===== src/rtl/tcc_regs.vh =====
// register indices, field positions, reset values and timing counts
// byte address of a register is four times its index
`ifndef TCC_REGS_VH
`define TCC_REGS_VH
`define TCC_IDX_CNT_A 6'h10
`define TCC_IDX_CNT_B 6'h11
`define TCC_IDX_PER_A 6'h12
`define TCC_IDX_PER_B 6'h13
`define TCC_IDX_WIDE_LO 6'h14
`define TCC_IDX_WIDE_HI 6'h15
`define TCC_IDX_CTRL1 6'h16
`define TCC_IDX_CTRL2 6'h17
`define TCC_IDX_CTRL3 6'h18
`define TCC_IDX_CAP_LO 6'h19
`define TCC_IDX_CAP_HI 6'h1a
`define TCC_IDX_IRQ_FLAG 6'h21
`define TCC_IDX_IRQ_EN 6'h22
`define TCC_IDX_PIN_CFG 6'h23
`define TCC_CTRL_RESET 8'h00
`define TCC_CONCAT_BIT 3
`define TCC_WIDE_CS_BIT 2
`define TCC_B_CS_BIT 1
`define TCC_A_CS_BIT 0
`define TCC_CAP_SEL_BIT 3
`define TCC_WIDE_RUN_BIT 2
`define TCC_B_RUN_BIT 1
`define TCC_A_RUN_BIT 0
`define TCC_CTRL2_WMASK 8'h3f
`define TCC_CTRL3_WMASK 8'h1f
`define TCC_EDGE_FALL 2'b00
`define TCC_EDGE_RISE 2'b01
`define TCC_EDGE_RISE4 2'b10
`define TCC_EDGE_RISE16 2'b11
`define TCC_TCY_DIV 2'd3
`endif


===== src/rtl/tcc_timer_capture_control.v =====
// timers a and b, wide timer, four capture channels, pulse pin control
// assumes an apb3 master on pclk; pins are synchronised to pclk inside by two flops
//
// Contract
// - two 8-bit up timers, each with period register and own flag.
// - 16-bit wide timer plus pair serving as its period or capture.
// - all four capture channels sample the wide timer count.
// - edge mode 00 fall, 01 rise, 10 every 4th, 11 every 16th rise.
// - concat bit set joins timers b and a into one 16-bit timer.
// - wide timer clock select: 0 internal, 1 falling edges of its pin.
// - timer a and b clock select: 0 internal, 1 shared pin falling.
// - capture while unread sets overrun and keeps the older value.
// - capture overrun bits are read only at their fixed positions.
// - pulse enable forces pin output, else direction bit controls it.
// - select bit makes pair capture a when 1, wide period when 0.
// - wide timer run bit starts and stops counting.
// - in concat mode upper byte increments only while timer b runs.
// - timer a run bit starts combined timer, or timer a alone.
// - internal clock increments once per instruction cycle.
// - 8-bit timer counts to period, then wraps to zero, sets flag.
// - each 8-bit timer latches its own distinct flag.
// - irq gated by own enable, peripheral enable, global disable.
// - stopped timer holds count and never sets its flag.
// - pulse a uses timer a; pulses b and c choose timer a or b.
// - concat timer matches 16-bit period, wraps to zero, flags a.
//
// Register access over APB was decided locally.
`timescale 1ns/10ps
`default_nettype none
`include "tcc_regs.vh"
module tcc_timer_capture_control (
    input wire pclk,
    input wire presetn,
    input wire psel,
    input wire penable,
    input wire pwrite,
    input wire [7:0] paddr,
    input wire [31:0] pwdata,
    output reg [31:0] prdata,
    output reg pready,
    output reg pslverr,
    input wire shared_count_pin,
    input wire wide_timer_count_pin,
    input wire [3:0] cap_pin,
    output reg [2:0] pulse_pin_out,
    output reg [2:0] pulse_pin_oe,
    output reg irq
);
    reg [7:0] cnt_a;
    reg [7:0] cnt_b;
    reg [7:0] timer_a_period;
    reg [7:0] timer_b_period;
    reg [15:0] wide_cnt;
    reg [7:0] ctrl1;
    reg [7:0] ctrl2;
    reg [7:0] ctrl3;
    reg timer_a_irq_flag;
    reg timer_b_irq_flag;
    reg [3:0] irq_en;
    reg [7:0] pin_cfg;
    reg [1:0] tcy_cnt;
    reg [2:0] pulse_level;
    reg [2:0] shared_sync;
    reg [2:0] wide_sync;
    reg [7:0] next_rdata;
    reg next_mapped;
    wire [15:0] cap_val [0:3];
    wire [3:0] cap_ovr;

    // apb decode; a transfer completes when pready is seen high
    wire [5:0] idx = paddr[7:2];
    wire xfer = psel & penable & pready;
    wire wr = xfer & pwrite;
    wire rd = xfer & ~pwrite;
    wire wr_cnt_a = wr && idx == `TCC_IDX_CNT_A;
    wire wr_cnt_b = wr && idx == `TCC_IDX_CNT_B;
    wire wr_wlo = wr && idx == `TCC_IDX_WIDE_LO;
    wire wr_whi = wr && idx == `TCC_IDX_WIDE_HI;

    // control fields
    wire concat_mode = ctrl1[`TCC_CONCAT_BIT];
    wire wide_timer_clk_sel = ctrl1[`TCC_WIDE_CS_BIT];
    wire timer_b_clk_sel = ctrl1[`TCC_B_CS_BIT];
    wire timer_a_clk_sel = ctrl1[`TCC_A_CS_BIT];
    wire capture_or_period_sel = ctrl2[`TCC_CAP_SEL_BIT];
    wire wide_timer_run = ctrl2[`TCC_WIDE_RUN_BIT];
    wire timer_b_run = ctrl2[`TCC_B_RUN_BIT];
    wire timer_a_run = ctrl2[`TCC_A_RUN_BIT];
    wire [2:0] pulse_en = {ctrl3[0], ctrl2[5], ctrl2[4]};
    wire [7:0] edge_modes = {ctrl3[4:3], ctrl3[2:1], ctrl1[7:6], ctrl1[5:4]};

    // instruction cycle enable, a quarter of the pclk rate
    wire tcy_tick = tcy_cnt == `TCC_TCY_DIV;
    always @(posedge pclk or negedge presetn) begin
        if (!presetn) begin
            tcy_cnt <= 2'd0;
        end else begin
            tcy_cnt <= tcy_cnt + 2'd1;
        end
    end

    // count pins: two flops to synchronise, third for edge history
    always @(posedge pclk or negedge presetn) begin
        if (!presetn) begin
            shared_sync <= 3'b111;
            wide_sync <= 3'b111;
        end else begin
            shared_sync <= {shared_sync[1:0], shared_count_pin};
            wide_sync <= {wide_sync[1:0], wide_timer_count_pin};
        end
    end
    wire shared_fall = shared_sync[2] & ~shared_sync[1];
    wire wide_fall = wide_sync[2] & ~wide_sync[1];

    // tick sources; external ticks run at pclk rate, not gated by tcy
    wire tick_a = timer_a_clk_sel ? shared_fall : tcy_tick;
    wire tick_b = timer_b_clk_sel ? shared_fall : tcy_tick;
    wire run_a_tick = timer_a_run & tick_a;
    wire run_b_tick = timer_b_run & tick_b;
    wire cat_match = {cnt_b, cnt_a} == {timer_b_period, timer_a_period};
    wire ev_a = run_a_tick & (concat_mode ? cat_match : cnt_a == timer_a_period);
    wire ev_b = ~concat_mode & run_b_tick & (cnt_b == timer_b_period);

    // timer a: 8-bit, or low byte of the joined timer
    always @(posedge pclk or negedge presetn) begin
        if (!presetn) begin
            cnt_a <= 8'h00;
        end else if (wr_cnt_a) begin
            cnt_a <= pwdata[7:0];
        end else if (run_a_tick) begin
            cnt_a <= ev_a ? 8'h00 : cnt_a + 8'h01;
        end
    end

    // timer b: 8-bit, or high byte carried from timer a
    always @(posedge pclk or negedge presetn) begin
        if (!presetn) begin
            cnt_b <= 8'h00;
        end else if (wr_cnt_b) begin
            cnt_b <= pwdata[7:0];
        end else if (concat_mode) begin
            if (ev_a) begin
                cnt_b <= 8'h00;
            end else if (run_a_tick && cnt_a == 8'hff && timer_b_run) begin
                cnt_b <= cnt_b + 8'h01;
            end
        end else if (run_b_tick) begin
            cnt_b <= ev_b ? 8'h00 : cnt_b + 8'h01;
        end
    end

    // flags: a software clear loses to an event in the same cycle
    always @(posedge pclk or negedge presetn) begin
        if (!presetn) begin
            timer_a_irq_flag <= 1'b0;
            timer_b_irq_flag <= 1'b0;
        end else begin
            if (wr && idx == `TCC_IDX_IRQ_FLAG && pwdata[0]) begin
                timer_a_irq_flag <= 1'b0;
            end
            if (wr && idx == `TCC_IDX_IRQ_FLAG && pwdata[1]) begin
                timer_b_irq_flag <= 1'b0;
            end
            if (ev_a) begin
                timer_a_irq_flag <= 1'b1;
            end
            if (ev_b) begin
                timer_b_irq_flag <= 1'b1;
            end
        end
    end

    // wide timer; free runs when the pair serves as capture a
    wire tick_w = wide_timer_clk_sel ? wide_fall : tcy_tick;
    wire run_w = wide_timer_run & tick_w;
    wire wide_match = ~capture_or_period_sel & (wide_cnt == cap_val[0]);
    always @(posedge pclk or negedge presetn) begin
        if (!presetn) begin
            wide_cnt <= 16'h0000;
        end else if (wr_wlo) begin
            wide_cnt[7:0] <= pwdata[7:0];
        end else if (wr_whi) begin
            wide_cnt[15:8] <= pwdata[7:0];
        end else if (run_w) begin
            wide_cnt <= wide_match ? 16'h0000 : wide_cnt + 16'h0001;
        end
    end

    // capture channels; channel 0 is also the wide timer period
    genvar i;
    generate
        for (i = 0; i < 4; i = i + 1) begin : g_cap
            reg [2:0] sync;
            reg [3:0] pre;
            reg [15:0] val;
            reg full;
            reg ovr;
            reg lo_seen;
            reg hi_seen;
            wire [1:0] mode = edge_modes[2*i+1:2*i];
            wire rise = ~sync[2] & sync[1];
            wire fall = sync[2] & ~sync[1];
            wire active = (i != 0) | capture_or_period_sel;
            wire rd_lo = rd && idx == `TCC_IDX_CAP_LO + 2 * i;
            wire rd_hi = rd && idx == `TCC_IDX_CAP_HI + 2 * i;
            wire wr_lo = wr && idx == `TCC_IDX_CAP_LO + 2 * i;
            wire wr_hi = wr && idx == `TCC_IDX_CAP_HI + 2 * i;
            wire read_done = full & (lo_seen | rd_lo) & (hi_seen | rd_hi);
            reg ev;
            always @* begin
                case (mode)
                    `TCC_EDGE_FALL: ev = fall;
                    `TCC_EDGE_RISE: ev = rise;
                    `TCC_EDGE_RISE4: ev = rise & (pre[1:0] == 2'b11);
                    `TCC_EDGE_RISE16: ev = rise & (pre == 4'hf);
                    default: ev = 1'b0;
                endcase
            end
            wire cap_ev = active & ev;
            // rising-edge prescaler, shared by the every-4th and 16th modes
            always @(posedge pclk or negedge presetn) begin
                if (!presetn) begin
                    sync <= 3'b000;
                    pre <= 4'h0;
                end else begin
                    sync <= {sync[1:0], cap_pin[i]};
                    if (rise) begin
                        pre <= pre + 4'h1;
                    end
                end
            end
            // a new capture waits until both bytes of the last were read
            always @(posedge pclk or negedge presetn) begin
                if (!presetn) begin
                    val <= 16'h0000;
                    full <= 1'b0;
                    ovr <= 1'b0;
                    lo_seen <= 1'b0;
                    hi_seen <= 1'b0;
                end else if (cap_ev && !full) begin
                    val <= wide_cnt;
                    full <= 1'b1;
                    lo_seen <= 1'b0;
                    hi_seen <= 1'b0;
                end else begin
                    if (i == 0 && !capture_or_period_sel && wr_lo) begin
                        val[7:0] <= pwdata[7:0];
                    end
                    if (i == 0 && !capture_or_period_sel && wr_hi) begin
                        val[15:8] <= pwdata[7:0];
                    end
                    if (cap_ev) begin
                        ovr <= 1'b1;
                    end else if (read_done) begin
                        ovr <= 1'b0;
                    end
                    if (read_done && !cap_ev) begin
                        full <= 1'b0;
                    end
                    if (rd_lo) begin
                        lo_seen <= 1'b1;
                    end
                    if (rd_hi) begin
                        hi_seen <= 1'b1;
                    end
                end
            end
            assign cap_val[i] = val;
            assign cap_ovr[i] = ovr;
        end
    endgenerate

    // control and configuration registers; overrun bits are not stored here
    always @(posedge pclk or negedge presetn) begin
        if (!presetn) begin
            ctrl1 <= `TCC_CTRL_RESET;
            ctrl2 <= `TCC_CTRL_RESET;
            ctrl3 <= `TCC_CTRL_RESET;
            timer_a_period <= 8'h00;
            timer_b_period <= 8'h00;
            irq_en <= 4'h0;
            pin_cfg <= 8'h00;
        end else if (wr) begin
            case (idx)
                `TCC_IDX_CTRL1: ctrl1 <= pwdata[7:0];
                `TCC_IDX_CTRL2: ctrl2 <= pwdata[7:0] & `TCC_CTRL2_WMASK;
                `TCC_IDX_CTRL3: ctrl3 <= pwdata[7:0] & `TCC_CTRL3_WMASK;
                `TCC_IDX_PER_A: timer_a_period <= pwdata[7:0];
                `TCC_IDX_PER_B: timer_b_period <= pwdata[7:0];
                `TCC_IDX_IRQ_EN: irq_en <= pwdata[3:0];
                `TCC_IDX_PIN_CFG: pin_cfg <= pwdata[7:0];
                default: ctrl1 <= ctrl1;
            endcase
        end
    end

    // read mux; channel overrun bits sit in the control registers
    always @* begin
        next_rdata = 8'h00;
        next_mapped = 1'b1;
        case (idx)
            `TCC_IDX_CNT_A: next_rdata = cnt_a;
            `TCC_IDX_CNT_B: next_rdata = cnt_b;
            `TCC_IDX_PER_A: next_rdata = timer_a_period;
            `TCC_IDX_PER_B: next_rdata = timer_b_period;
            `TCC_IDX_WIDE_LO: next_rdata = wide_cnt[7:0];
            `TCC_IDX_WIDE_HI: next_rdata = wide_cnt[15:8];
            `TCC_IDX_CTRL1: next_rdata = ctrl1;
            `TCC_IDX_CTRL2: next_rdata = {cap_ovr[1], cap_ovr[0], ctrl2[5:0]};
            `TCC_IDX_CTRL3: next_rdata = {1'b0, cap_ovr[3], cap_ovr[2], ctrl3[4:0]};
            6'h19: next_rdata = cap_val[0][7:0];
            6'h1a: next_rdata = cap_val[0][15:8];
            6'h1b: next_rdata = cap_val[1][7:0];
            6'h1c: next_rdata = cap_val[1][15:8];
            6'h1d: next_rdata = cap_val[2][7:0];
            6'h1e: next_rdata = cap_val[2][15:8];
            6'h1f: next_rdata = cap_val[3][7:0];
            6'h20: next_rdata = cap_val[3][15:8];
            `TCC_IDX_IRQ_FLAG: next_rdata = {6'h00, timer_b_irq_flag, timer_a_irq_flag};
            `TCC_IDX_IRQ_EN: next_rdata = {4'h0, irq_en};
            `TCC_IDX_PIN_CFG: next_rdata = pin_cfg;
            default: next_mapped = 1'b0;
        endcase
    end

    // one wait state buys registered outputs on every apb answer
    always @(posedge pclk or negedge presetn) begin
        if (!presetn) begin
            pready <= 1'b0;
            pslverr <= 1'b0;
            prdata <= 32'h00000000;
        end else begin
            pready <= psel & penable & ~pready;
            pslverr <= psel & penable & ~pready & ~next_mapped;
            prdata <= {24'h000000, next_rdata};
        end
    end

    // pulse levels toggle on their base timer's period event
    wire [2:0] base_ev = {pin_cfg[4] ? ev_b : ev_a, pin_cfg[3] ? ev_b : ev_a, ev_a};
    always @(posedge pclk or negedge presetn) begin
        if (!presetn) begin
            pulse_level <= 3'b000;
            pulse_pin_out <= 3'b000;
            pulse_pin_oe <= 3'b000;
            irq <= 1'b0;
        end else begin
            pulse_level <= pulse_level ^ base_ev;
            pulse_pin_out <= (pulse_en & pulse_level) | (~pulse_en & pin_cfg[7:5]);
            pulse_pin_oe <= pulse_en | pin_cfg[2:0];
            irq <= ((timer_a_irq_flag & irq_en[0]) | (timer_b_irq_flag & irq_en[1]))
                & irq_en[2] & ~irq_en[3];
        end
    end
endmodule // tcc_timer_capture_control
`default_nettype wire


===== config.mk =====
export PLATFORM = sky130hd
export DESIGN_NAME = tcc_timer_capture_control
export DESIGN_NICKNAME = d
export VERILOG_FILES = /design/src/rtl/tcc_timer_capture_control.v
export VERILOG_INCLUDE_DIRS = /design/src /design/src/rtl
export SDC_FILE = /design/constraint.sdc
export NUM_CORES = 1
export LEC_CHECK = 0
export BUFFER_PORTS_ARGS = -buffer_cell sky130_fd_sc_hd__buf_2
export CAP_MARGIN = 25
export CORE_MARGIN = 3
export CORE_UTILIZATION = 53
export CTS_CLUSTER_SIZE = 16
export DETAILED_ROUTE_END_ITERATION = 10
export PLACE_DENSITY_LB_ADDON = 0.2
export SLEW_MARGIN = 40
export SYNTH_ARGS = -nofsm -noshare
export SYNTH_HDL_FRONTEND = slang
export SYNTH_SLANG_ARGS = --single-unit

===== constraint.sdc =====
create_clock -name pclk -period 4.3 [get_ports pclk]
set_input_delay 0.43 -clock pclk [delete_from_list [all_inputs] [get_ports pclk]]
set_output_delay 0.43 -clock pclk [all_outputs]
set_load 0.01 [all_outputs]

==> impl_metrics.env <==
export IMPL_power_density_nw_per_um2=385.5
export IMPL_wl_per_cell_um=22.51
export IMPL_hpwlAfterDp_mm=19.22
export IMPL_drt_iter0_markers=736
export IMPL_first_pass_iters=6
export IMPL_grt_pass1_vias=7753
export IMPL_synth_ff_type="dfrtp_1"
export IMPL_yosysSeqAreaShare_pct=50.61
export IMPL_period_share_pct=63.85
export IMPL_antenna_cells=0
export IMPL_ant_nets=0
export IMPL_root_buffer="clkbuf_16"
export IMPL_crit_path_end_kind="register"
export IMPL_synth_area_um2=10740
export IMPL_postSynthCellCount=957
export IMPL_syn_to_final_growth_pct=11.87
export IMPL_synth_seq_cells=217
export IMPL_n_fill_cell=1586
export IMPL_finalNetCount=1055
export IMPL_drv_slew=0
export IMPL_rsz0062_at_grt="false"
export IMPL_grtUsageTotal_pct=26.35
export IMPL_place_gp_congestion=0.8783
export IMPL_fin_tns_setup_ps=0
export IMPL_core_region_area_um2=19720
export IMPL_clkSinkCount=217
export IMPL_drc_errors=0
export IMPL_layout_drive_gt1_share_pct=26.53
export IMPL_async_flop_share_pct=100.0
export IMPL_finalWirelength_mm=28.80
export IMPL_std_cell_rows=51
export IMPL_post_cts_buffers=0
export IMPL_io_pins=92
export IMPL_port_buffers=41
export IMPL_fin_ws_ps=1555
export IMPL_holdWs_ps=19.92
export IMPL_mostFrequentLayoutCells="dfrtp_1 (211), mux2_2 (130), nand2_1 (66)"
export IMPL_grt_pass1_wl_mm=44.99
export IMPL_hold_viol=0
export IMPL_h_tree_depth=1
export IMPL_setup_viol=0
export IMPL_synth_area_per_cell_um2=11.23
export IMPL_cts_buffers=25
export IMPL_cellLeakagePower_nw=5.506
export IMPL_layout_commonest_cell="dfrtp_1"
export IMPL_hold_class="input port to register"
export IMPL_worst_pin_slew_ps=945.5
export IMPL_ys_warn_count=0
export IMPL_start_kind="register"
export IMPL_crit_path_top_delay_cell="nor4_1"
export IMPL_vias=7898
export IMPL_synth_cell_type_count=70
export IMPL_max_stage_delay_ps=790
export IMPL_start_util_pct=54.49
export IMPL_cp_max_fo=10
export IMPL_synth_edf_count=0
export IMPL_grt_max_degree=70
export IMPL_dieArea_um2=22020
export IMPL_via_per_inst=6.175
export IMPL_slew_headroom_pct=36.73
export IMPL_status="finished clean"
export IMPL_clkTransAtPathRegs_ps=60
export IMPL_reg2reg_slack_ps=1550
export IMPL_fin_skew_ps=8.760
export IMPL_cp_required_ps=4640
export IMPL_crit_chain="xnor2_1 > nand4_1 > nor4_1 > nand2_1 > a41oi_1 > a31oi_1"
export IMPL_drv_cap=0
export IMPL_die_w_um=148.4
export IMPL_pre_cts_ws_ps=1446
export IMPL_antenna_found_initial=0
export IMPL_clockBufferDepth=3
export IMPL_worstSetupPathType="register to register"
export IMPL_arrival_ps=3090
export IMPL_grt_overflow=0
export IMPL_peakVddDrop_mv=0.2353
export IMPL_period_needed_ps=2745
export IMPL_fp_dieH_um=148.4
export IMPL_clock_fmax_mhz=364.2
export IMPL_clock_latency_ps=510
export IMPL_cts_tree="yes"
[per-stage QoR]
stage | util [%] | std cells | power [mW] | instance area [µm²]
3_3_place_gp | 56.54 | 1231 | 2.624 | 11150
5_1_grt | 60.96 | 1279 | 4.821 | 12020
6_report | 60.96 | 1279 | 4.633 | 12020
4_1_cts | 60.90 | 1278 | 4.669 | 12010
2_1_floorplan | - | 980 | 2.512 | 10830
3_5_place_dp | 56.82 | 1232 | 2.640 | 11200
[flip-flops by register name, indices dropped and copies added (netlist names), 4 cells and up]
| name | cells |
|---|---|
| cnt_b | 8 |
| g_cap.ovr | 4 |
| ctrl3 | 5 |
| g_cap.pre | 16 |
| wide_cnt | 16 |
| g_cap.hi_seen | 4 |
| timer_a_period | 8 |
| g_cap.val | 64 |
| cnt_a | 8 |
| timer_b_period | 8 |
| ctrl2 | 6 |
| g_cap.sync | 12 |
| pin_cfg | 8 |
| g_cap.lo_seen | 4 |
| irq_en | 4 |
| prdata | 8 |
| g_cap.full | 4 |
| ctrl1 | 8 |
[power breakdown]
part / switching, mW / leakage, nW / internal, mW
Clock: 0.822 / 0.395 / 1.20
Sequential: 0.106 / 2.76 / 2.17
Combinational: 0.185 / 2.35 / 0.148
[synthesized netlist by cell type, drive strengths merged (5+ instances only)]
cell type	instances	area, µm²
a221oi	15	131.4
a222oi	8	80.08
clkbuf	38	142.6
a21oi	30	150.1
nor2b	10	62.56
buf	38	256.5
mux2	130	1464
nand2b	15	93.84
ha	8	100.1
a22o	22	192.7
a22oi	36	270.3
xnor2	40	350.3
o21ai	34	181.4
xor2	7	61.31
mux2i	8	80.08
inv	13	48.80
nand3	22	110.1
o22ai	5	31.28
nand4	19	118.9
nor3	24	151.4
dfrtp	211	5280
nor4	10	75.07
nor2	49	186.4
and3	11	68.82
nand2	66	247.7
a31oi	13	81.33
dfstp	6	157.7
[logic make-up (layout without fill, tap and decap cells)]
kind of cell | count (synthesis) | after routing | share of synthesized area [%]
compound gates | 193 | 193 | 12.74
mux | 139 | 139 | 14.58
simple gates | 263 | 263 | 13.10
other cells | 1 | 24 | 0.03490
xor+xnor | 47 | 47 | 3.831
flops | 217 | 217 | 50.61
fa+ha+maj | 8 | 8 | 0.9317
buf+inv | 89 | 123 | 4.169
[repair_timing]
item / CTS / global route
endpoints found under the setup margin: 0 / 0
hold buffers: 1 / 1
hold endpoints to repair: 49 / 1
resized for setup: 0 / 0
[path summary, 6_finish.rpt]
| path | endpoint | cells past startpoint | startpoint |
|---|---|---|---|
| setup reg to reg | wide_cnt[6] | 6 | wide_cnt[11] |
| setup / recovery | wide_cnt[6] | 6 | wide_cnt[11] |
| min in group asynchronous | g_cap[0].pre[0] | 2 | presetn |
| hold / removal | shared_sync[0] | 1 | shared_count_pin |
| max in group asynchronous | g_cap[2].val[3] | 4 | presetn |
| hold reg to reg | g_cap[1].sync[1] | 0 | g_cap[1].sync[0] |
[final cells by class]
cell class / count / area [µm²] / area share [%]
Sequential cell: 217 / 5438 / 45.24
Clock inverter: 7 / 41.29 / 0.3435
Inverter: 13 / 48.80 / 0.4060
Timing Repair Buffer: 65 / 432.9 / 3.602
Tap cell: 265 / 331.6 / 2.759
Clock buffer: 38 / 754.5 / 6.277
Multi-Input combinational cell: 674 / 4972 / 41.37
[critical path: cells and delay by family (launching register included)]
family / cells / cell delay, ps
flops: 1 / 660
compound gates: 2 / 440
simple gates: 3 / 1300
xor+xnor: 1 / 180
[routing by layer]
metal | up-vias | routed length [µm] | global-route usage, % | share of wire [%]
met5 | - | 0 | 0 | 0
met4 | 0 | 1034 | 9.700 | 3.6
met3 | 77 | 2247 | 5.149 | 7.8
met2 | 341 | 12880 | 40.12 | 45
met1 | 3923 | 12630 | 37.87 | 44
li1 | 3557 | - | - | -
Note: power is estimated with default switching activity, not from simulation.
